**src/logic/wfs_consts.svh**
```systemverilog
// constants for the wake-up and frame sync block: offsets, fields, reset values, timing
// assumes inclusion by the package and the design file only
`ifndef WFS_CONSTS_SVH
`define WFS_CONSTS_SVH
`define WFS_OFF_WAKE_CTRL_A    8'h25
`define WFS_OFF_WAKE_PAT_LO_A  8'h26
`define WFS_OFF_WAKE_PAT_HI_A  8'h27
`define WFS_OFF_WAKE_LIMIT_A   8'h28
`define WFS_OFF_WAKE_CTRL_B    8'h46
`define WFS_OFF_WAKE_PAT_LO_B  8'h47
`define WFS_OFF_WAKE_PAT_HI_B  8'h48
`define WFS_OFF_WAKE_LIMIT_B   8'h49
`define WFS_OFF_DET_MODE_A     8'h82
`define WFS_OFF_LEN_A_A        8'h83
`define WFS_OFF_LEN_B_A        8'h84
`define WFS_OFF_PTA_LO_A       8'h86
`define WFS_OFF_PTA_HI_A       8'h87
`define WFS_OFF_PTB_LO_A       8'h88
`define WFS_OFF_PTB_HI_A       8'h89
`define WFS_OFF_EOM_CTRL_A     8'h8a
`define WFS_OFF_MSG_LEN_A      8'h8b
`define WFS_OFF_GAP_A          8'h85
`define WFS_OFF_DET_MODE_B     8'ha2
`define WFS_OFF_LEN_A_B        8'ha3
`define WFS_OFF_LEN_B_B        8'ha4
`define WFS_OFF_GAP_B          8'ha5
`define WFS_OFF_PTA_LO_B       8'ha6
`define WFS_OFF_PTA_HI_B       8'ha7
`define WFS_OFF_PTB_LO_B       8'ha8
`define WFS_OFF_PTB_HI_B       8'ha9
`define WFS_OFF_EOM_CTRL_B     8'haa
`define WFS_OFF_MSG_LEN_B      8'hab
`define WFS_OFF_STATUS         8'hf0
`define WFS_OFF_CFG_SEL        8'hf1
`define WFS_RESET_VAL          8'h00
`define WFS_BIT_GAP_RESYNC     7
`define WFS_WCA_HI             6
`define WFS_WCA_LO             3
`define WFS_BIT_PHASE_ADJ      2
`define WFS_MAX_CORR_LEN       5'h10
`define WFS_MIN_PAT_LIMIT      7'h11
`define WFS_SYNC_TIMEOUT_MCHIP 7625
`define WFS_SYNC_TIMEOUT_CHIPS ((`WFS_SYNC_TIMEOUT_MCHIP * 2) / 1000)
`define WFS_RUNIN_CHIPS        8
`endif

```
**src/logic/wfs_pkg.sv**
```systemverilog
// types for the wake-up and frame sync block
// assumes the constants header sits beside it
`include "wfs_consts.svh"
package wfs_pkg;
  typedef enum logic [1:0] {
    WFS_WAKE_PATTERN = 2'b00,
    WFS_WAKE_RANDOM  = 2'b01,
    WFS_WAKE_EQUAL   = 2'b10,
    WFS_WAKE_SYNC    = 2'b11
  } wfs_wake_crit_t;
  typedef enum logic [1:0] {
    WFS_TSI_16BIT,
    WFS_TSI_8BIT,
    WFS_TSI_GAP,
    WFS_TSI_8EXT
  } wfs_tsi_mode_t;
  typedef enum logic [2:0] {
    WFS_IDLE,
    WFS_WAKE,
    WFS_SEARCH,
    WFS_GAP,
    WFS_FRAME
  } wfs_state_t;
endpackage

```
**src/logic/wfs_core.sv**
```systemverilog
// wake-up evaluation, start identifier correlators and end of message detection
// assumes chips arrive as a one-cycle strobe from clock recovery on the same clock
`timescale 1ns/100ps
`default_nettype none
`include "wfs_consts.svh"

// Overview of operation
// - pattern mode wakes on 16-chip match; stops at window end or sync loss
// - equal-bits mode wakes when all bits in the window are equal
// - equal-bits mode aborts on a differing bit or sync loss
// - random-bits mode wakes if no code violation occurs in the window
// - random-bits mode aborts on code violation or sync loss
// - sync mode wakes as soon as sync arrives; 7.625-bit timeout and limit ignored
// - criterion select: 00 pattern, 01 random, 10 equal, 11 sync
// - wake pattern is high byte chips 15..8 over low byte chips 7..0
// - 7-bit limit; zero wakes at once in random/equal, never in pattern
// - framer searches after sync (slave) or wake-up (polling) until found or lost
// - two 16-chip correlators, each with own length and pattern bytes
// - 16-bit mode joins both as one 32-chip correlator; A length must be 16
// - 8-bit mode compares both in parallel; first match gives frame sync
// - gap mode: pattern A, then gap, then pattern B
// - extended mode inserts 0 for A match, 1 for B match
// - bits since frame sync counted to the length; counter cleared on frame sync
// - end of message on any enabled criterion: length, violation, sync loss
// - mode bit 7 selects gap resync; set resets the clock recovery pll
// - mode bits 6..3 hold wildcards for correlator A
// - mode bit 2 enables phase readjust on 1001 or 0110 chips
// - A length 0..16; zero A and B lengths give frame sync at sync, only in 16-bit mode
// - three equal chips are a violation; two equal chips a bit change
// - wake search starts only with sync inside four symbols; aborts on loss
// - window counter counts chips against the programmed limit
module wfs_core #(
  parameter logic [1:0] MODE_16BIT = 2'b00,
  parameter logic [1:0] MODE_8BIT  = 2'b01,
  parameter logic [1:0] MODE_GAP   = 2'b10,
  parameter logic [1:0] MODE_8EXT  = 2'b11
) (
  input  wire logic       clk_in,
  input  wire logic       rst_in,
  input  wire logic [7:0] addr_in,
  input  wire logic [7:0] wdata_in,
  input  wire logic       wr_in,
  input  wire logic       rd_in,
  output logic      [7:0] rdata_out,
  input  wire logic       self_poll_in,
  input  wire logic       sym_sync_in,
  input  wire logic       chip_valid_in,
  input  wire logic       chip_in,
  output logic            wake_up_out,
  output logic            frame_sync_found_out,
  output logic            match_bit_valid_out,
  output logic            match_bit_out,
  output logic            end_message_detect_out,
  output logic            pll_reset_out,
  output logic            phase_adjust_out
);
  // 8-bit registers per config set, indexed by set, each decoded from its full offset
  logic [7:0] wake_ctrl_q [2];
  logic [7:0] wake_pat_lo_q [2];
  logic [7:0] wake_pat_hi_q [2];
  logic [7:0] wake_limit_q [2];
  logic [7:0] det_mode_q [2];
  logic [7:0] len_a_q [2];
  logic [7:0] len_b_q [2];
  logic [7:0] gap_q [2];
  logic [7:0] pta_lo_q [2];
  logic [7:0] pta_hi_q [2];
  logic [7:0] ptb_lo_q [2];
  logic [7:0] ptb_hi_q [2];
  logic [7:0] eom_ctrl_q [2];
  logic [7:0] msg_len_q [2];
  logic       cfg_sel_q;

  always_ff @(posedge clk_in) begin
    if (rst_in) begin
      for (int i = 0; i < 2; i++) begin
        wake_ctrl_q[i]   <= `WFS_RESET_VAL;
        wake_pat_lo_q[i] <= `WFS_RESET_VAL;
        wake_pat_hi_q[i] <= `WFS_RESET_VAL;
        wake_limit_q[i]  <= `WFS_RESET_VAL;
        det_mode_q[i]    <= `WFS_RESET_VAL;
        len_a_q[i]       <= `WFS_RESET_VAL;
        len_b_q[i]       <= `WFS_RESET_VAL;
        gap_q[i]         <= `WFS_RESET_VAL;
        pta_lo_q[i]      <= `WFS_RESET_VAL;
        pta_hi_q[i]      <= `WFS_RESET_VAL;
        ptb_lo_q[i]      <= `WFS_RESET_VAL;
        ptb_hi_q[i]      <= `WFS_RESET_VAL;
        eom_ctrl_q[i]    <= `WFS_RESET_VAL;
        msg_len_q[i]     <= `WFS_RESET_VAL;
      end
      cfg_sel_q <= 1'b0;
    end else if (wr_in) begin
      unique case (addr_in)
        `WFS_OFF_WAKE_CTRL_A:   wake_ctrl_q[0]   <= wdata_in;
        `WFS_OFF_WAKE_PAT_LO_A: wake_pat_lo_q[0] <= wdata_in;
        `WFS_OFF_WAKE_PAT_HI_A: wake_pat_hi_q[0] <= wdata_in;
        `WFS_OFF_WAKE_LIMIT_A:  wake_limit_q[0]  <= wdata_in;
        `WFS_OFF_WAKE_CTRL_B:   wake_ctrl_q[1]   <= wdata_in;
        `WFS_OFF_WAKE_PAT_LO_B: wake_pat_lo_q[1] <= wdata_in;
        `WFS_OFF_WAKE_PAT_HI_B: wake_pat_hi_q[1] <= wdata_in;
        `WFS_OFF_WAKE_LIMIT_B:  wake_limit_q[1]  <= wdata_in;
        `WFS_OFF_DET_MODE_A:    det_mode_q[0]    <= wdata_in;
        `WFS_OFF_LEN_A_A:       len_a_q[0]       <= wdata_in;
        `WFS_OFF_LEN_B_A:       len_b_q[0]       <= wdata_in;
        `WFS_OFF_GAP_A:         gap_q[0]         <= wdata_in;
        `WFS_OFF_PTA_LO_A:      pta_lo_q[0]      <= wdata_in;
        `WFS_OFF_PTA_HI_A:      pta_hi_q[0]      <= wdata_in;
        `WFS_OFF_PTB_LO_A:      ptb_lo_q[0]      <= wdata_in;
        `WFS_OFF_PTB_HI_A:      ptb_hi_q[0]      <= wdata_in;
        `WFS_OFF_EOM_CTRL_A:    eom_ctrl_q[0]    <= wdata_in;
        `WFS_OFF_MSG_LEN_A:     msg_len_q[0]     <= wdata_in;
        `WFS_OFF_DET_MODE_B:    det_mode_q[1]    <= wdata_in;
        `WFS_OFF_LEN_A_B:       len_a_q[1]       <= wdata_in;
        `WFS_OFF_LEN_B_B:       len_b_q[1]       <= wdata_in;
        `WFS_OFF_GAP_B:         gap_q[1]         <= wdata_in;
        `WFS_OFF_PTA_LO_B:      pta_lo_q[1]      <= wdata_in;
        `WFS_OFF_PTA_HI_B:      pta_hi_q[1]      <= wdata_in;
        `WFS_OFF_PTB_LO_B:      ptb_lo_q[1]      <= wdata_in;
        `WFS_OFF_PTB_HI_B:      ptb_hi_q[1]      <= wdata_in;
        `WFS_OFF_EOM_CTRL_B:    eom_ctrl_q[1]    <= wdata_in;
        `WFS_OFF_MSG_LEN_B:     msg_len_q[1]     <= wdata_in;
        `WFS_OFF_CFG_SEL:       cfg_sel_q        <= wdata_in[0];
        default: ;
      endcase
    end
  end

  // active set only drives behaviour
  logic                   s;
  logic [1:0]             wake_crit;
  logic [15:0]            wake_pat;
  logic [6:0]             wake_limit;
  logic [1:0]             tsi_mode;
  logic [3:0]             wca;
  logic [4:0]             len_a;
  logic [4:0]             len_b;
  logic [31:0]            corr_pat;
  logic [4:0]             gap_half_bits;
  assign s             = cfg_sel_q;
  assign wake_crit     = wake_ctrl_q[s][1:0];
  assign wake_pat      = {wake_pat_hi_q[s], wake_pat_lo_q[s]};
  assign wake_limit    = wake_limit_q[s][6:0];
  assign tsi_mode      = det_mode_q[s][1:0];
  assign wca           = det_mode_q[s][`WFS_WCA_HI:`WFS_WCA_LO];
  assign len_a         = len_a_q[s][4:0];
  assign len_b         = len_b_q[s][4:0];
  assign corr_pat      = {ptb_hi_q[s], ptb_lo_q[s], pta_hi_q[s], pta_lo_q[s]};
  assign gap_half_bits = gap_q[s][7:3];

  // masked compare of the newest len chips of history against pattern
  function automatic logic corr_hit(input logic [15:0] hist, input logic [15:0] pat,
                                    input logic [4:0] len, input logic [15:0] wild);
    logic [15:0] m;
    m = 16'h0000;
    for (int i = 0; i < 16; i++) begin
      if (5'(i) < len) begin
        m[i] = 1'b1;
      end
    end
    corr_hit = (len != 5'h00) && (len <= `WFS_MAX_CORR_LEN) &&
               ((((hist ^ pat) & m) & ~wild) == 16'h0000);
  endfunction

  wfs_pkg::wfs_state_t state_q;
  logic [31:0] hist_q;
  logic [1:0]  last2_q;
  logic [1:0]  eq_run_q;
  logic [6:0]  win_cnt_q;
  logic [4:0]  fill_q;
  logic [7:0]  tmr_q;
  logic [8:0]  bit_cnt_q;
  logic        chip_phase_q;
  logic        first_bit_q;
  logic        cur_bit_q;
  logic        sync_q;

  logic        cv;
  logic        bit_stb;
  logic        new_bit;
  logic [31:0] hist_n;
  logic        hit_a;
  logic        hit_b;
  logic        hit_32;
  logic        sync_lost;
  assign sync_lost = sync_q && !sym_sync_in;
  assign hist_n    = {hist_q[30:0], chip_in};
  // third equal chip in a row
  assign cv        = chip_valid_in && (eq_run_q == 2'd2) && (last2_q[0] == chip_in);
  assign bit_stb   = chip_valid_in && chip_phase_q;
  assign new_bit   = last2_q[0];
  assign hit_a     = corr_hit(hist_n[15:0], corr_pat[15:0], len_a, {12'h000, wca});
  assign hit_b     = corr_hit(hist_n[15:0], corr_pat[31:16], len_b, 16'h0000);
  // B holds the newest chips, A the chips before them
  assign hit_32    = (len_b == 5'h00) ? hit_a :
                     (corr_hit(hist_n[15:0], corr_pat[31:16], len_b, 16'h0000) &&
                      corr_hit(hist_n[5'(len_b) +: 16], corr_pat[15:0], len_a,
                               {12'h000, wca}));

  always_ff @(posedge clk_in) begin
    if (rst_in) begin
      sync_q   <= 1'b0;
      hist_q   <= 32'h0000_0000;
      last2_q  <= 2'b00;
      eq_run_q <= 2'd0;
    end else begin
      sync_q <= sym_sync_in;
      if (chip_valid_in) begin
        hist_q   <= hist_n;
        last2_q  <= {last2_q[0], chip_in};
        eq_run_q <= (chip_in == last2_q[0]) ? ((eq_run_q == 2'd2) ? 2'd2 : eq_run_q + 2'd1)
                                             : 2'd1;
      end
    end
  end

  // bit boundary tracking; readjust on 1001/0110 when enabled
  always_ff @(posedge clk_in) begin
    if (rst_in) begin
      chip_phase_q <= 1'b0;
      cur_bit_q    <= 1'b0;
    end else if (!sym_sync_in) begin
      chip_phase_q <= 1'b0;
    end else if (chip_valid_in) begin
      if (det_mode_q[s][`WFS_BIT_PHASE_ADJ] &&
          (hist_n[3:0] == 4'b1001 || hist_n[3:0] == 4'b0110)) begin
        chip_phase_q <= 1'b0;
      end else begin
        chip_phase_q <= !chip_phase_q;
      end
      if (chip_phase_q) begin
        cur_bit_q <= new_bit;
      end
    end
  end
  assign phase_adjust_out = chip_valid_in && det_mode_q[s][`WFS_BIT_PHASE_ADJ] &&
                            (hist_n[3:0] == 4'b1001 || hist_n[3:0] == 4'b0110);

  always_ff @(posedge clk_in) begin
    if (rst_in) begin
      state_q                <= wfs_pkg::WFS_IDLE;
      win_cnt_q              <= 7'h00;
      fill_q                 <= 5'h00;
      tmr_q                  <= 8'h00;
      bit_cnt_q              <= 9'h000;
      first_bit_q            <= 1'b0;
      wake_up_out            <= 1'b0;
      frame_sync_found_out   <= 1'b0;
      match_bit_valid_out    <= 1'b0;
      match_bit_out          <= 1'b0;
      end_message_detect_out <= 1'b0;
      pll_reset_out          <= 1'b0;
    end else begin
      wake_up_out            <= 1'b0;
      frame_sync_found_out   <= 1'b0;
      match_bit_valid_out    <= 1'b0;
      end_message_detect_out <= 1'b0;
      pll_reset_out          <= 1'b0;
      unique case (state_q)
        wfs_pkg::WFS_IDLE: begin
          win_cnt_q   <= 7'h00;
          fill_q      <= 5'h00;
          first_bit_q <= 1'b1;
          if (!self_poll_in) begin
            tmr_q <= 8'h00;
            if (sym_sync_in) begin
              state_q <= wfs_pkg::WFS_SEARCH;
            end
          end else if (sym_sync_in) begin
            tmr_q <= 8'h00;
            if (wake_crit == wfs_pkg::WFS_WAKE_SYNC) begin
              wake_up_out <= 1'b1;
              state_q     <= wfs_pkg::WFS_SEARCH;
            end else if (wake_crit != wfs_pkg::WFS_WAKE_PATTERN && wake_limit == 7'h00) begin
              wake_up_out <= 1'b1;
              state_q     <= wfs_pkg::WFS_SEARCH;
            end else if (tmr_q <= 8'(`WFS_RUNIN_CHIPS)) begin
              state_q <= wfs_pkg::WFS_WAKE;
            end
          end else if (chip_valid_in) begin
            // sync timeout wraps the run-in count; only non-sync criteria check it, sync wake ignores it
            tmr_q <= (tmr_q == 8'(`WFS_SYNC_TIMEOUT_CHIPS)) ? 8'h00 : tmr_q + 8'h01;
          end
        end
        wfs_pkg::WFS_WAKE: begin
          if (!sym_sync_in) begin
            state_q <= wfs_pkg::WFS_IDLE;
          end else if (chip_valid_in) begin
            win_cnt_q <= win_cnt_q + 7'h01;
            fill_q    <= (fill_q == 5'h10) ? fill_q : fill_q + 5'h01;
            unique case (wake_crit)
              wfs_pkg::WFS_WAKE_PATTERN: begin
                if (fill_q >= 5'h0f && hist_n[15:0] == wake_pat) begin
                  wake_up_out <= 1'b1;
                  state_q     <= wfs_pkg::WFS_SEARCH;
                end else if (win_cnt_q + 7'h01 >= wake_limit) begin
                  state_q <= wfs_pkg::WFS_IDLE;
                end
              end
              wfs_pkg::WFS_WAKE_RANDOM: begin
                if (cv) begin
                  state_q <= wfs_pkg::WFS_IDLE;
                end else if (win_cnt_q + 7'h01 >= wake_limit) begin
                  wake_up_out <= 1'b1;
                  state_q     <= wfs_pkg::WFS_SEARCH;
                end
              end
              default: begin
                if (bit_stb && !first_bit_q && new_bit != cur_bit_q) begin
                  state_q <= wfs_pkg::WFS_IDLE;
                end else if (win_cnt_q + 7'h01 >= wake_limit) begin
                  wake_up_out <= 1'b1;
                  state_q     <= wfs_pkg::WFS_SEARCH;
                end
                if (bit_stb) begin
                  first_bit_q <= 1'b0;
                end
              end
            endcase
          end
        end
        wfs_pkg::WFS_SEARCH: begin
          bit_cnt_q <= 9'h000;
          if (!sym_sync_in) begin
            state_q <= wfs_pkg::WFS_IDLE;
          end else if (tsi_mode == MODE_16BIT && len_a == 5'h00 && len_b == 5'h00) begin
            frame_sync_found_out <= 1'b1;
            state_q              <= wfs_pkg::WFS_FRAME;
          end else if (chip_valid_in) begin
            if (tsi_mode == MODE_16BIT) begin
              if (hit_32) begin
                frame_sync_found_out <= 1'b1;
                state_q              <= wfs_pkg::WFS_FRAME;
              end
            end else if (tsi_mode == MODE_GAP) begin
              if (hit_a) begin
                tmr_q   <= 8'h00;
                state_q <= wfs_pkg::WFS_GAP;
              end
            end else if (hit_a || hit_b) begin
              frame_sync_found_out <= 1'b1;
              state_q              <= wfs_pkg::WFS_FRAME;
              if (tsi_mode == MODE_8EXT) begin
                match_bit_valid_out <= 1'b1;
                match_bit_out       <= !hit_a;
              end
            end
          end
        end
        wfs_pkg::WFS_GAP: begin
          // gap counted in chips (half bits); pattern B must follow within its length plus 11 chips after the gap
          if (chip_valid_in) begin
            tmr_q <= tmr_q + 8'h01;
            if (tmr_q == {3'b000, gap_half_bits}) begin
              pll_reset_out <= det_mode_q[s][`WFS_BIT_GAP_RESYNC];
            end
            if (tmr_q > {3'b000, gap_half_bits} && hit_b) begin
              frame_sync_found_out <= 1'b1;
              state_q              <= wfs_pkg::WFS_FRAME;
            end else if (tmr_q > {3'b000, gap_half_bits} + {3'b000, len_b} + 8'd11) begin
              state_q <= wfs_pkg::WFS_SEARCH;
            end
          end
        end
        wfs_pkg::WFS_FRAME: begin
          if (bit_stb) begin
            bit_cnt_q <= bit_cnt_q + 9'h001;
          end
          if ((eom_ctrl_q[s][0] && bit_stb && bit_cnt_q == {1'b0, msg_len_q[s]}) ||
              (eom_ctrl_q[s][1] && cv) || (eom_ctrl_q[s][2] && !sym_sync_in)) begin
            end_message_detect_out <= 1'b1;
            state_q                <= wfs_pkg::WFS_IDLE;
          end else if (!sym_sync_in) begin
            state_q <= wfs_pkg::WFS_IDLE;
          end
        end
        default: state_q <= wfs_pkg::WFS_IDLE;
      endcase
    end
  end

  always_ff @(posedge clk_in) begin
    if (rst_in) begin
      rdata_out <= 8'h00;
    end else if (rd_in && addr_in == `WFS_OFF_STATUS) begin
      rdata_out <= {5'h00, 3'(state_q)};
    end else if (rd_in && addr_in == `WFS_OFF_CFG_SEL) begin
      rdata_out <= {7'h00, cfg_sel_q};
    end else begin
      rdata_out <= 8'h00;
    end
  end

  a_eom_needs_frame: assert property (@(posedge clk_in) disable iff (rst_in)
    end_message_detect_out |-> $past(state_q) == wfs_pkg::WFS_FRAME)
    else $error("end of message outside a frame");
  a_wake_from_wait: assert property (@(posedge clk_in) disable iff (rst_in)
    wake_up_out |-> ($past(state_q) inside {wfs_pkg::WFS_WAKE, wfs_pkg::WFS_IDLE}))
    else $error("wake-up from wrong state");
  a_wake_sync_loss: assert property (@(posedge clk_in) disable iff (rst_in)
    (state_q == wfs_pkg::WFS_WAKE && !sym_sync_in) |=> state_q == wfs_pkg::WFS_IDLE)
    else $error("wake search kept after sync loss");
  a_random_cv_abort: assert property (@(posedge clk_in) disable iff (rst_in)
    (state_q == wfs_pkg::WFS_WAKE && wake_crit == 2'b01 && cv) |=> !wake_up_out)
    else $error("random wake despite violation");
  a_pattern_zero: assert property (@(posedge clk_in) disable iff (rst_in)
    (state_q == wfs_pkg::WFS_IDLE && self_poll_in && wake_crit == 2'b00 && wake_limit == 7'h00)
    |=> !wake_up_out)
    else $error("pattern wake with zero limit");
  a_frame_sync_found_goes_frame: assert property (@(posedge clk_in) disable iff (rst_in)
    frame_sync_found_out |-> state_q == wfs_pkg::WFS_FRAME)
    else $error("frame sync without frame");
  a_ext_bit_pair: assert property (@(posedge clk_in) disable iff (rst_in)
    match_bit_valid_out |-> frame_sync_found_out)
    else $error("match bit without frame sync");
  a_count_cleared: assert property (@(posedge clk_in) disable iff (rst_in)
    frame_sync_found_out |-> bit_cnt_q == 9'h000)
    else $error("bit counter not cleared at frame sync");
  c_wake: cover property (@(posedge clk_in) disable iff (rst_in) wake_up_out);
  c_frame_sync_found: cover property (@(posedge clk_in) disable iff (rst_in) frame_sync_found_out);
  c_eom: cover property (@(posedge clk_in) disable iff (rst_in) end_message_detect_out);
endmodule
`default_nettype wire

```
**config.mk**
```make
export PLATFORM = sky130hd
export DESIGN_NAME = wfs_core
export DESIGN_NICKNAME = d
export VERILOG_FILES = /design/src/logic/wfs_pkg.sv /design/src/logic/wfs_core.sv
export VERILOG_INCLUDE_DIRS = /design/src /design/src/logic
export SDC_FILE = /design/constraint.sdc
export NUM_CORES = 1
export LEC_CHECK = 0
export ABC_CLOCK_PERIOD_IN_PS = 4800
export BUFFER_PORTS_ARGS = -buffer_cell sky130_fd_sc_hd__clkbuf_2
export CAP_MARGIN = 15
export CORE_AREA = 2 2 167 169
export DETAILED_ROUTE_END_ITERATION = 10
export DIE_AREA = 0 0 169 171
export PLACE_DENSITY = 0.74
export RECOVER_POWER = 100
export SLEW_MARGIN = 20
export SYNTH_ARGS = -nofsm -noshare
export SYNTH_HDL_FRONTEND = slang
export SYNTH_SLANG_ARGS = --single-unit
```
**constraint.sdc**
```tcl
create_clock -name clk_in -period 4.8 [get_ports clk_in]
set_input_delay 0.48 -clock clk_in [delete_from_list [all_inputs] [get_ports clk_in]]
set_output_delay 0.48 -clock clk_in [all_outputs]
set_load 0.03 [all_outputs]
```
==> run summary, run 1 <==
## Place
• Cell Count Post-Placement: 1,772
• HPWL after detailed placement: 28,900 um
• count of buffers inserted at the top-level ports: 33
• worst-case setup slack after placement: 758 ps
• routability congestion estimate from global placement: 0.978

## Clock network
• Setup Buffers After CTS: 0
• clk buf depth: 3
• number of hold buffers added after CTS: 0
• master cell of the clock root buffer: sky130_fd_sc_hd__clkbuf_16
• clock tree from TritonCTS: yes
• clock insertion delay at the later pin of the skew report: 550 ps
• total clock sinks: 261
• number of CTS-inserted buffers: 28
• H-tree depth: 1
• quantity of gates resized following cts: 0
• Clock Pin Slew Worst Setup and Hold Paths: 60 ps

## Setup path
• Worst Path Required: 5200 ps
• worst-path fanout max: 25
• Crit path arrival time: 4820 ps
• CP dominant cell by count: sky130_fd_sc_hd__nor4_1
• kind of cell with the highest combined delay on the critical path: simple AND/OR/NAND/NOR gates
• Buf+Inv Stages, Crit Path: 2
• cell with the largest stage delay on the worst path: sky130_fd_sc_hd__nor4_1
• worst path cell trace: mux2_1 -> inv_1 -> mux2i_1 -> o221ai_1 -> nor2_1 -> nor4_1 -> mux2i_1 -> o2111ai_1 -> nor4_1 -> buf_4 -> a21oi_1 -> nor4_1
• launching element type of the critical path: flop
• kind of critical path: reg -> reg
• Critical Path Sink Type: flop
• critical path's largest stage delay: 580 ps

## Timing
• final number of setup-violating endpoints: 0
• period utilization: 92.1%
• Max transition margin: -79.6%
• setup slack after layout: 381 ps
• setup clock skew after layout: 18.7 ps
• setup repair after global routing missed its margin: no
• highest achievable clock rate: 0.226 GHz
• Final Hold Viols: 0
• minimum clock period after layout: 4420 ps
• tightest hold margin: 284 ps
• number of slew-limit violations in the final report: 55
• Worst Tran Pin Value: 2690 ps
• summed negative setup slack over all endpoints: 0 ps

## Synth
• synthesized area per cell: 10.4 um2
• Gate Count Post-Synth: 1,464
• main area contributors after synthesis: sky130_fd_sc_hd__edfxtp_1, sky130_fd_sc_hd__dfxtp_1, sky130_fd_sc_hd__mux2i_1
• Top FF cell, synth: sky130_fd_sc_hd__edfxtp_1
• biggest area consumer among synthesized cells: sky130_fd_sc_hd__edfxtp_1
• post-synthesis cell area: 0.0152 mm2
• distinct cell type count after synthesis: 81
• share of the yosys chip area belonging to registers: 46.4%
• number of register bits inferred by synthesis: 261
• area share of the largest cell type after synthesis: 36.0%
• Post-synth EDFFs: 182
• share of async-settable or async-resettable flops after synthesis: 0%
• number of warnings issued by yosys: 0

## Die
• Die X: 169 um
• overall die area: 0.0289 mm2
• standard cell core area: 0.0273 mm2
• row count: 61
• count of pins on the block boundary: 39
• die span in y: 171 um
• initial core utilization: 55.6%

## Route
• DRC violation count after routing: 0
• 1st-pass router iterations: 7
• vias per cell: 6.47
• total routed wirelength: 41,300 um
• routed wirelength normalized by instance count: 22.7 um
• final antenna-violating net count: 0
• number of vias in the routed layout: 11,800
• DR iter-0 viols: 1,419

## Run status
• violations in the final reports: max-capacitance violations, max-slew violations
• run status: finished with violations

## Finish
• layout overhead on the synthesized area: 8.05%
• most common cell after layout, fill and taps aside: sky130_fd_sc_hd__edfxtp_1
• net count reported at finish: 1,520
• fillers: 2,291
• Antenna Diode Count: 0
• final non-filler cell total: 1,824
• layout cell share with drive strength beyond 1: 7.44%
• highest-count cells in the layout ignoring fill and taps: sky130_fd_sc_hd__edfxtp_1, sky130_fd_sc_hd__mux2i_1, sky130_fd_sc_hd__nor2_1

## Global routing
• vias in the first global route: 11,100
• wire length of the first global-routing pass: 63,100 um
• largest net degree at the start of global routing: 60
• total congestion overflow after global routing: 0
• Overall Global Routing Usage: 28.3%
• initial antenna violation count: 2

## Hold path
• class of the tightest hold or removal check: in -> reg

## Power
• highest ir drop seen on vdd: 0.000311 V
• Pleak: 0.00619 uW
• PD cells: 339 mW/mm2

## Run
• number of maximum-capacitance constraint violations: 1

-- final timing paths --
kind / start / endpoint / slack, ps / cells after the start
setup / recovery: flop / frame_sync_found_out$_SDFF_PP0_ / 380 / 12
hold / removal: addr_in[1] / rdata_out[0]$_SDFF_PP0_ / 280 / 2
setup reg to reg: flop / frame_sync_found_out$_SDFF_PP0_ / 380 / 12
hold reg to reg: first_bit_q$_SDFFE_PP0P_ / first_bit_q$_SDFFE_PP0P_ / 480 / 2
-- cell usage after synthesis (all sizes together) (7+ instances only) --
cell type / number
edfxtp: 182
mux2i: 153
nor2: 113
dfxtp: 79
a21oi: 74
and3: 70
nand2: 65
clkbuf: 57
o21ai: 52
a22oi: 47
inv: 44
nand3: 44
xnor2: 43
nor2b: 40
ha: 39
xor2: 39
a21o: 36
buf: 36
nor3: 30
nand2b: 19
nor4: 18
mux2: 15
and2: 14
nand4: 14
a31oi: 12
o21a: 10
a211oi: 9
nor3b: 9
o2111ai: 9
a32oi: 7
nand3b: 7
-- registers in the layout (all words and copies together), names as in the netlist, 4 cells and up, named ones only --
signal         flops
hist_q            31
det_mode_q        16
msg_len_q         16
pta_hi_q          16
pta_lo_q          16
ptb_hi_q          16
ptb_lo_q          16
wake_pat_hi_q     16
wake_pat_lo_q     16
wake_limit_q      14
gap_q             10
len_a_q           10
len_b_q           10
bit_cnt_q          9
tmr_q              8
win_cnt_q          7
eom_ctrl_q         6
fill_q             5
wake_ctrl_q        4
-- where the power goes --
group | switching (uW) | total, uW | leakage (uW) | internal [uW]
clock | 887 | 2210 | 0.000449 | 1320
sequential | 91.3 | 2590 | 0.00237 | 2500
combinational | 497 | 769 | 0.00337 | 272
-- cells by family after synthesis --
| logic type | count (synthesis) | synth area share, % |
|---|---|---|
| flip-flops | 261 | 46.4 |
| multiplexers | 168 | 11.5 |
| buffers and inverters | 137 | 4.16 |
| other | 1 | 0.0247 |
| AND/OR/NAND/NOR | 465 | 16.1 |
| AO/OA/AOI/OAI | 310 | 13.7 |
| XOR/XNOR | 82 | 4.73 |
| adder cells (fa/ha/maj) | 40 | 3.34 |
-- stage by stage --
step | power (uW) | instance area [um2] | utilization [%]
final | 5570 | 16400 | 60.1
after global routing | 5770 | 16400 | 60.1
after CTS | 5580 | 16500 | 60.2
after detailed placement | 3390 | 15500 | 56.8
after global placement | 3380 | 15500 | 56.8
after floorplan | 3180 | 15200 | -
-- final cells by class --
type | instances | area (um2) | area share (%)
Inverter | 44 | 165 | 1.01
Clock buffer | 36 | 752 | 4.58
Multi-Input combinational cell | 1070 | 7530 | 45.9
Clock inverter | 16 | 185 | 1.13
Sequential cell | 261 | 7050 | 43.0
Tap cell | 346 | 433 | 2.64
Timing Repair Buffer | 51 | 298 | 1.81
-- per-layer routing --
metal	routed length, um	share of wire [%]	track usage (%)
met1	17400	42	39.8
met2	18900	46	45.4
met3	3710	9.0	4.05
met4	1300	3.1	9.29
met5	0	0	0
-- worst reg2reg max path: cells and delay by family, from the launching register on --
kind,cells,cell delay (ps)
and+or+nand+nor,4,1420
DFF,1,560
muxes,3,1040
AOI/OAI and AO/OA,3,510
buffers and inverters,2,730
Note: power is estimated with default switching activity, not from simulation.
==> inputs of run 2 (changes only) <==
--- a/config.mk
+++ b/config.mk
@@ -12,7 +12,8 @@
 export CORE_AREA = 2 2 167 169
 export DETAILED_ROUTE_END_ITERATION = 10
 export DIE_AREA = 0 0 169 171
-export PLACE_DENSITY = 0.74
+export GPL_ROUTABILITY_DRIVEN = 1
+export PLACE_DENSITY = 0.76
 export RECOVER_POWER = 100
 export SLEW_MARGIN = 20
 export SYNTH_ARGS = -nofsm -noshare
==> run 2 against run 1 <==
Against the previous run: the flow still finishes with violations (max-capacitance violations, max-slew violations); routed wire length decreased by 1.3%; combinational power rose by 0.8%; clock skew up 18 ps; flip-flop and latch count unchanged; worst hold slack worse by 9.3 ps; clock power rose by 3%; final area up 0.64%; critical path type unchanged.
==> run summary, run 2 (same netlist as run 1, synthesis figures left out) <==
## Timing
• Worst Tran Pin Value: 2930 ps, +237 ps
• number of slew-limit violations in the final report: 122, +120%
• setup repair after global routing missed its margin: no
• highest achievable clock rate: 0.235 GHz, +3.7%
• minimum clock period after layout: 4260 ps, -156 ps
• summed negative setup slack over all endpoints: 0 ps, unchanged
• final number of setup-violating endpoints: 0, unchanged
• Final Hold Viols: 0, unchanged
• period utilization: 88.8%, -3.3 points
• setup clock skew after layout: 36.9 ps, +18.2 ps
• setup slack after layout: 537 ps, +156 ps
• Max transition margin: -95.4%, -16 points

## Die
• die span in y: 171 um, unchanged
• row count: 61, unchanged
• initial core utilization: 55.6%, unchanged
• standard cell core area: 0.0273 mm2, unchanged
• overall die area: 0.0289 mm2, unchanged
• count of pins on the block boundary: 39, unchanged
• Die X: 169 um, unchanged

## Global routing
• wire length of the first global-routing pass: 62,900 um, -0.21%
• total congestion overflow after global routing: 0, unchanged
• vias in the first global route: 11,000, -0.36%
• Overall Global Routing Usage: 28.2%, -0.11 points
• initial antenna violation count: 0, -2
• largest net degree at the start of global routing: 62, +3.3%

## Route
• DRC violation count after routing: 0, unchanged
• DR iter-0 viols: 1,281, -9.7%
• routed wirelength normalized by instance count: 22.3 um, -1.7%
• total routed wirelength: 40,800 um, -1.3%
• number of vias in the routed layout: 11,600, -1.3%
• 1st-pass router iterations: 6, -1
• vias per cell: 6.36, -1.7%
• final antenna-violating net count: 0, unchanged

## Run
• number of maximum-capacitance constraint violations: 2, +1

## Setup path
• CP dominant cell by count: sky130_fd_sc_hd__o21a_1
• cell with the largest stage delay on the worst path: sky130_fd_sc_hd__dfxtp_4
• worst path cell trace: mux2_4 -> inv_1 -> ha_1 -> inv_1 -> ha_1 -> inv_1 -> fa_1 -> ha_1 -> o21a_1 -> o21a_1 -> o21a_1 -> o21a_1 -> o21a_1 -> o22ai_1 -> nand3b_1 -> a31oi_1 -> a211oi_1
• kind of cell with the highest combined delay on the critical path: compound AO/OA/AOI/OAI gates
• Buf+Inv Stages, Crit Path: 3, +1
• worst-path fanout max: 25, unchanged
• Critical Path Sink Type: flop
• launching element type of the critical path: flop
• Crit path arrival time: 4680 ps, -140 ps
• Worst Path Required: 5220 ps, +20 ps
• critical path's largest stage delay: 550 ps, -30 ps
• kind of critical path: reg -> reg

## Place
• routability congestion estimate from global placement: 0.977, -0.13%
• placed inst area: 0.0156 mm2, +0.30%
• HPWL after detailed placement: 29,100 um, +0.67%
• count of buffers inserted at the top-level ports: 33, unchanged
• Cell Count Post-Placement: 1,779, +0.40%
• worst-case setup slack after placement: 800 ps, +41.7 ps

## Finish
• layout overhead on the synthesized area: 8.74%
• final non-filler cell total: 1,831, +0.38%
• layout cell share with drive strength beyond 1: 8.15%, +0.71 points
• most common cell after layout, fill and taps aside: sky130_fd_sc_hd__edfxtp_1
• Antenna Diode Count: 0, unchanged
• final design instance area without fill: 0.0165 mm2, +0.64%
• flip-flop count of the largest register, all copies and words added: 31, unchanged
• fillers: 2,260, -1.4%
• net count reported at finish: 1,527, +0.46%
• register ranked first by flip-flop count: hist_q
• highest-count cells in the layout ignoring fill and taps: sky130_fd_sc_hd__edfxtp_1, sky130_fd_sc_hd__mux2i_1, sky130_fd_sc_hd__nor2_1

## Clock network
• clock insertion delay at the later pin of the skew report: 580 ps, +30 ps
• clock tree from TritonCTS: yes
• quantity of gates resized following cts: 0, unchanged
• clk buf depth: 3, unchanged
• total clock sinks: 261, unchanged
• number of hold buffers added after CTS: 0, unchanged
• number of CTS-inserted buffers: 28, unchanged
• H-tree depth: 1, unchanged
• Setup Buffers After CTS: 0, unchanged
• master cell of the clock root buffer: sky130_fd_sc_hd__clkbuf_16
• Clock Pin Slew Worst Setup and Hold Paths: 70 ps, about the same

## Power
• Pleak: 0.00624 uW, +0.75%
• highest ir drop seen on vdd: 0.000317 V, +1.9%
• PD cells: 342 mW/mm2, +0.78%

## Run status
• run status: finished with violations
• violations in the final reports: max-capacitance violations, max-slew violations

## Hold path
• class of the tightest hold or removal check: in -> reg

==> run 2: cell count changes in the layout (fill, tap and decap cells not counted), moves of 2 or more <==
cell / change
sky130_fd_sc_hd__buf_4: +5
sky130_fd_sc_hd__clkbuf_1: -3
sky130_fd_sc_hd__clkinvlp_2: -2
sky130_fd_sc_hd__mux2_1: -2
sky130_fd_sc_hd__clkinvlp_4: +3
==> run 2: path summary, 6_finish.rpt <==
path,startpoint,endpoint,slack (ps),cells after the start
max,flop,state_q[1]$_SDFFE_PP0P_,540,17
min,addr_in[1],rdata_out[0]$_SDFF_PP0_,270,2
max reg2reg,flop,state_q[1]$_SDFFE_PP0P_,540,17
min reg2reg,first_bit_q$_SDFFE_PP0P_,first_bit_q$_SDFFE_PP0P_,480,2
==> run 2: metrics by stage <==
step / util (%) / hold WS (ps) / power (uW)
2_1_floorplan: - / 448 / 3180
3_3_place_gp: 57.0 / 462 / 3380
3_5_place_dp: 57.0 / 471 / 3390
4_1_cts: 60.6 / 240 / 5660
5_1_grt: 60.5 / 292 / 5850
6_report: 60.5 / 275 / 5650
==> run 2: layout make-up <==
type | count | area (um2) | area share, %
Clock buffer | 32 | 726 | 4.39
Clock inverter | 20 | 265 | 1.61
Tap cell | 346 | 433 | 2.62
Inverter | 44 | 165 | 1.00
Sequential cell | 261 | 7050 | 42.7
Timing Repair Buffer | 58 | 344 | 2.08
Multi-Input combinational cell | 1070 | 7530 | 45.6
==> run 2: metal layers <==
layer  part of all wire (%)  wire length [um]  up-vias  global-route usage, %
li1                       -                 -     5468                      -
met5                      0                 0        -                      0
met3                    7.9              3220      100                   4.16
met1                     43             17500     5569                   39.3
met4                    3.2              1320        0                   9.70
met2                     46             18700      508                   45.3
==> run 2: where the power goes <==
part / switching, uW / leakage [uW] / total, uW / internal, uW
registers: 90.9 / 0.00237 / 2590 / 2500
logic: 497 / 0.00340 / 775 / 277
clock network: 917 / 0.000467 / 2280 / 1360
==> run 2: worst reg2reg max path: stages, from the launching register on <==
cell	delay, ps
sky130_fd_sc_hd__dfxtp_4	550
sky130_fd_sc_hd__mux2_4	440
sky130_fd_sc_hd__inv_1	480
sky130_fd_sc_hd__ha_1	250
sky130_fd_sc_hd__inv_1	50
sky130_fd_sc_hd__ha_1	190
sky130_fd_sc_hd__inv_1	70
sky130_fd_sc_hd__fa_1	410
sky130_fd_sc_hd__ha_1	310
sky130_fd_sc_hd__o21a_1	110
sky130_fd_sc_hd__o21a_1	160
sky130_fd_sc_hd__o21a_1	160
sky130_fd_sc_hd__o21a_1	160
sky130_fd_sc_hd__o21a_1	160
sky130_fd_sc_hd__o22ai_1	210
sky130_fd_sc_hd__nand3b_1	160
sky130_fd_sc_hd__a31oi_1	210
sky130_fd_sc_hd__a211oi_1	70
==> inputs of run 3 (changes only) <==
--- a/config.mk
+++ b/config.mk
@@ -14,8 +14,7 @@
 export DIE_AREA = 0 0 169 171
 export GPL_ROUTABILITY_DRIVEN = 1
 export PLACE_DENSITY = 0.76
-export RECOVER_POWER = 100
-export SLEW_MARGIN = 20
+export SLEW_MARGIN = 30
 export SYNTH_ARGS = -nofsm -noshare
 export SYNTH_HDL_FRONTEND = slang
 export SYNTH_SLANG_ARGS = --single-unit
==> run 3 against run 2 <==
Against the previous run: the run now ends clean; largest cell class unchanged; final area down 0.30%; critical path depth fell by 5; worst setup slack improved by 210 ps; highest routed layer unchanged; count of clock-buffer cells in the layout up 3; clock skew grew 4.6 ps; worst hold slack got worse by 19 ps; first-iteration DRC count up 15%; via count grew 0.48%; critical path type unchanged.
==> run summary, run 3 (same netlist as run 1, synthesis figures left out) <==
## Route
• final antenna-violating net count: 0, unchanged
• routed wirelength normalized by instance count: 22.4 um, +0.44%
• number of vias in the routed layout: 11,700, +0.48%
• DR iter-0 viols: 1,468, +15%
• 1st-pass router iterations: 5, -1
• DRC violation count after routing: 0, unchanged
• vias per cell: 6.39, +0.48%
• total routed wirelength: 41,000 um, +0.44%

## Power
• highest ir drop seen on vdd: 0.000317 V, +0.15%
• total design power: 5470 uW, -3.2%
• PD cells: 332 mW/mm2, -2.9%
• Pleak: 0.00627 uW, +0.60%

## Finish
• layout cell share with drive strength beyond 1: 9.36%, +1.2 points
• final non-filler cell total: 1,831, unchanged
• flip-flop count of the largest register, all copies and words added: 31, unchanged
• net count reported at finish: 1,527, unchanged
• most common cell after layout, fill and taps aside: sky130_fd_sc_hd__edfxtp_1
• layout overhead on the synthesized area: 8.41%
• register ranked first by flip-flop count: hist_q
• Antenna Diode Count: 0, unchanged
• highest-count cells in the layout ignoring fill and taps: sky130_fd_sc_hd__edfxtp_1, sky130_fd_sc_hd__mux2i_1, sky130_fd_sc_hd__nor2_1

## Timing
• final number of setup-violating endpoints: 0, unchanged
• setup clock skew after layout: 41.5 ps, +4.61 ps
• Final Hold Viols: 0, unchanged
• highest achievable clock rate: 0.247 GHz, +5.2%
• tightest hold margin: 256 ps, -19.0 ps
• summed negative setup slack over all endpoints: 0 ps, unchanged
• number of slew-limit violations in the final report: 0, -100%
• Max transition margin: 34.2%, +130 points
• minimum clock period after layout: 4050 ps, -211 ps
• setup repair after global routing missed its margin: no
• period utilization: 84.4%, -4.4 points
• Worst Tran Pin Value: 962 ps, -1970 ps

## Die
• overall die area: 0.0289 mm2, unchanged
• count of pins on the block boundary: 39, unchanged
• row count: 61, unchanged
• die span in y: 171 um, unchanged
• Die X: 169 um, unchanged
• initial core utilization: 55.6%, unchanged
• standard cell core area: 0.0273 mm2, unchanged

## Setup path
• Worst Path Required: 5230 ps, about the same
• Crit path arrival time: 4480 ps, -200 ps
• Critical Path Sink Type: flop
• capturing instance or port of the critical path: tmr_q[7]$_SDFFE_PP0P_
• number of cells on the worst reg-to-reg path: 12, -5
• internal reg-to-reg setup slack: 750 ps, +210 ps
• worst-path fanout max: 43, +72%
• kind of critical path: reg -> reg
• launching element type of the critical path: flop
• worst r2r dst: tmr_q[7]$_SDFFE_PP0P_

## Global routing
• total congestion overflow after global routing: 0, unchanged
• largest net degree at the start of global routing: 62, unchanged
• wire length of the first global-routing pass: 63,400 um, +0.77%
• initial antenna violation count: 1, +1
• vias in the first global route: 11,100, +0.66%
• Overall Global Routing Usage: 28.3%, +0.13 points

## Run
• number of maximum-capacitance constraint violations: 0, -2

## Clock network
• master cell of the clock root buffer: sky130_fd_sc_hd__clkbuf_16
• Clock Pin Slew Worst Setup and Hold Paths: 60 ps, about the same
• Setup Buffers After CTS: 0, unchanged
• clock insertion delay at the later pin of the skew report: 590 ps, about the same
• H-tree depth: 1, unchanged
• clk buf depth: 3, unchanged
• quantity of gates resized following cts: 0, unchanged
• number of CTS-inserted buffers: 28, unchanged
• clock tree from TritonCTS: yes
• total clock sinks: 261, unchanged
• number of hold buffers added after CTS: 0, unchanged

## Place
• Cell Count Post-Placement: 1,779, unchanged
• count of buffers inserted at the top-level ports: 33, unchanged
• HPWL after detailed placement: 29,100 um, +0.15%
• routability congestion estimate from global placement: 0.977, unchanged

## Hold path
• class of the tightest hold or removal check: in -> reg

## Run status
• run status: finished clean

[run 3: worst min path at each step]
| stage | startpoint | end | cells after the start |
|---|---|---|---|
| after global routing | addr_in[1] | rdata_out[0]$_SDFF_PP0_ | 2 |
| after detailed placement | first_bit_q$_SDFFE_PP0P_ | first_bit_q$_SDFFE_PP0P_ | 2 |
| after global placement | first_bit_q$_SDFFE_PP0P_ | first_bit_q$_SDFFE_PP0P_ | 2 |
| after CTS | addr_in[1] | rdata_out[0]$_SDFF_PP0_ | 2 |
| final | addr_in[1] | rdata_out[0]$_SDFF_PP0_ | 2 |
| after floorplan | first_bit_q$_SDFFE_PP0P_ | first_bit_q$_SDFFE_PP0P_ | 2 |
[run 3: routing by layer]
metal,wire [um],global-route usage [%],vias to the layer above
met5,0,0,-
met4,1310,8.73,0
met3,3300,3.98,95
met2,18800,46.4,480
met1,17600,39.3,5672
li1,-,-,5454
[run 3: stage by stage]
stage	util, %	instance area, um2	setup WS, ps
after floorplan	-	15200	24.2
after global placement	57.0	15600	828
after detailed placement	57.0	15600	784
after CTS	60.3	16500	791
after global routing	60.3	16500	470
final	60.3	16500	748
[run 3: worst max-delay path, cell delays in order (launching register included)]
cell	delay (ps)
sky130_fd_sc_hd__dfxtp_4	550
sky130_fd_sc_hd__buf_12	310
sky130_fd_sc_hd__buf_4	300
sky130_fd_sc_hd__mux2i_2	320
sky130_fd_sc_hd__xnor2_1	120
sky130_fd_sc_hd__o21ai_1	100
sky130_fd_sc_hd__o2111ai_1	170
sky130_fd_sc_hd__nor4_4	480
sky130_fd_sc_hd__a41oi_1	170
sky130_fd_sc_hd__or4_1	630
sky130_fd_sc_hd__or4b_1	550
sky130_fd_sc_hd__xor2_1	140
sky130_fd_sc_hd__nor2_1	50
[run 3: layout make-up]
type                       count  area, um2
clock buffer                  35        727
timing repair buffer          58        380
inverter                      44        165
clock inverter                17        165
tap                          346        433
sequential                   261       7050
multi-input combinational   1070       7550
fill                        2239      10900
[run 3: report_power, final]
part           switching (uW)  internal (uW)  total (uW)
sequential               92.0           2500        2590
combinational             498            277         774
clock                     912           1190        2100
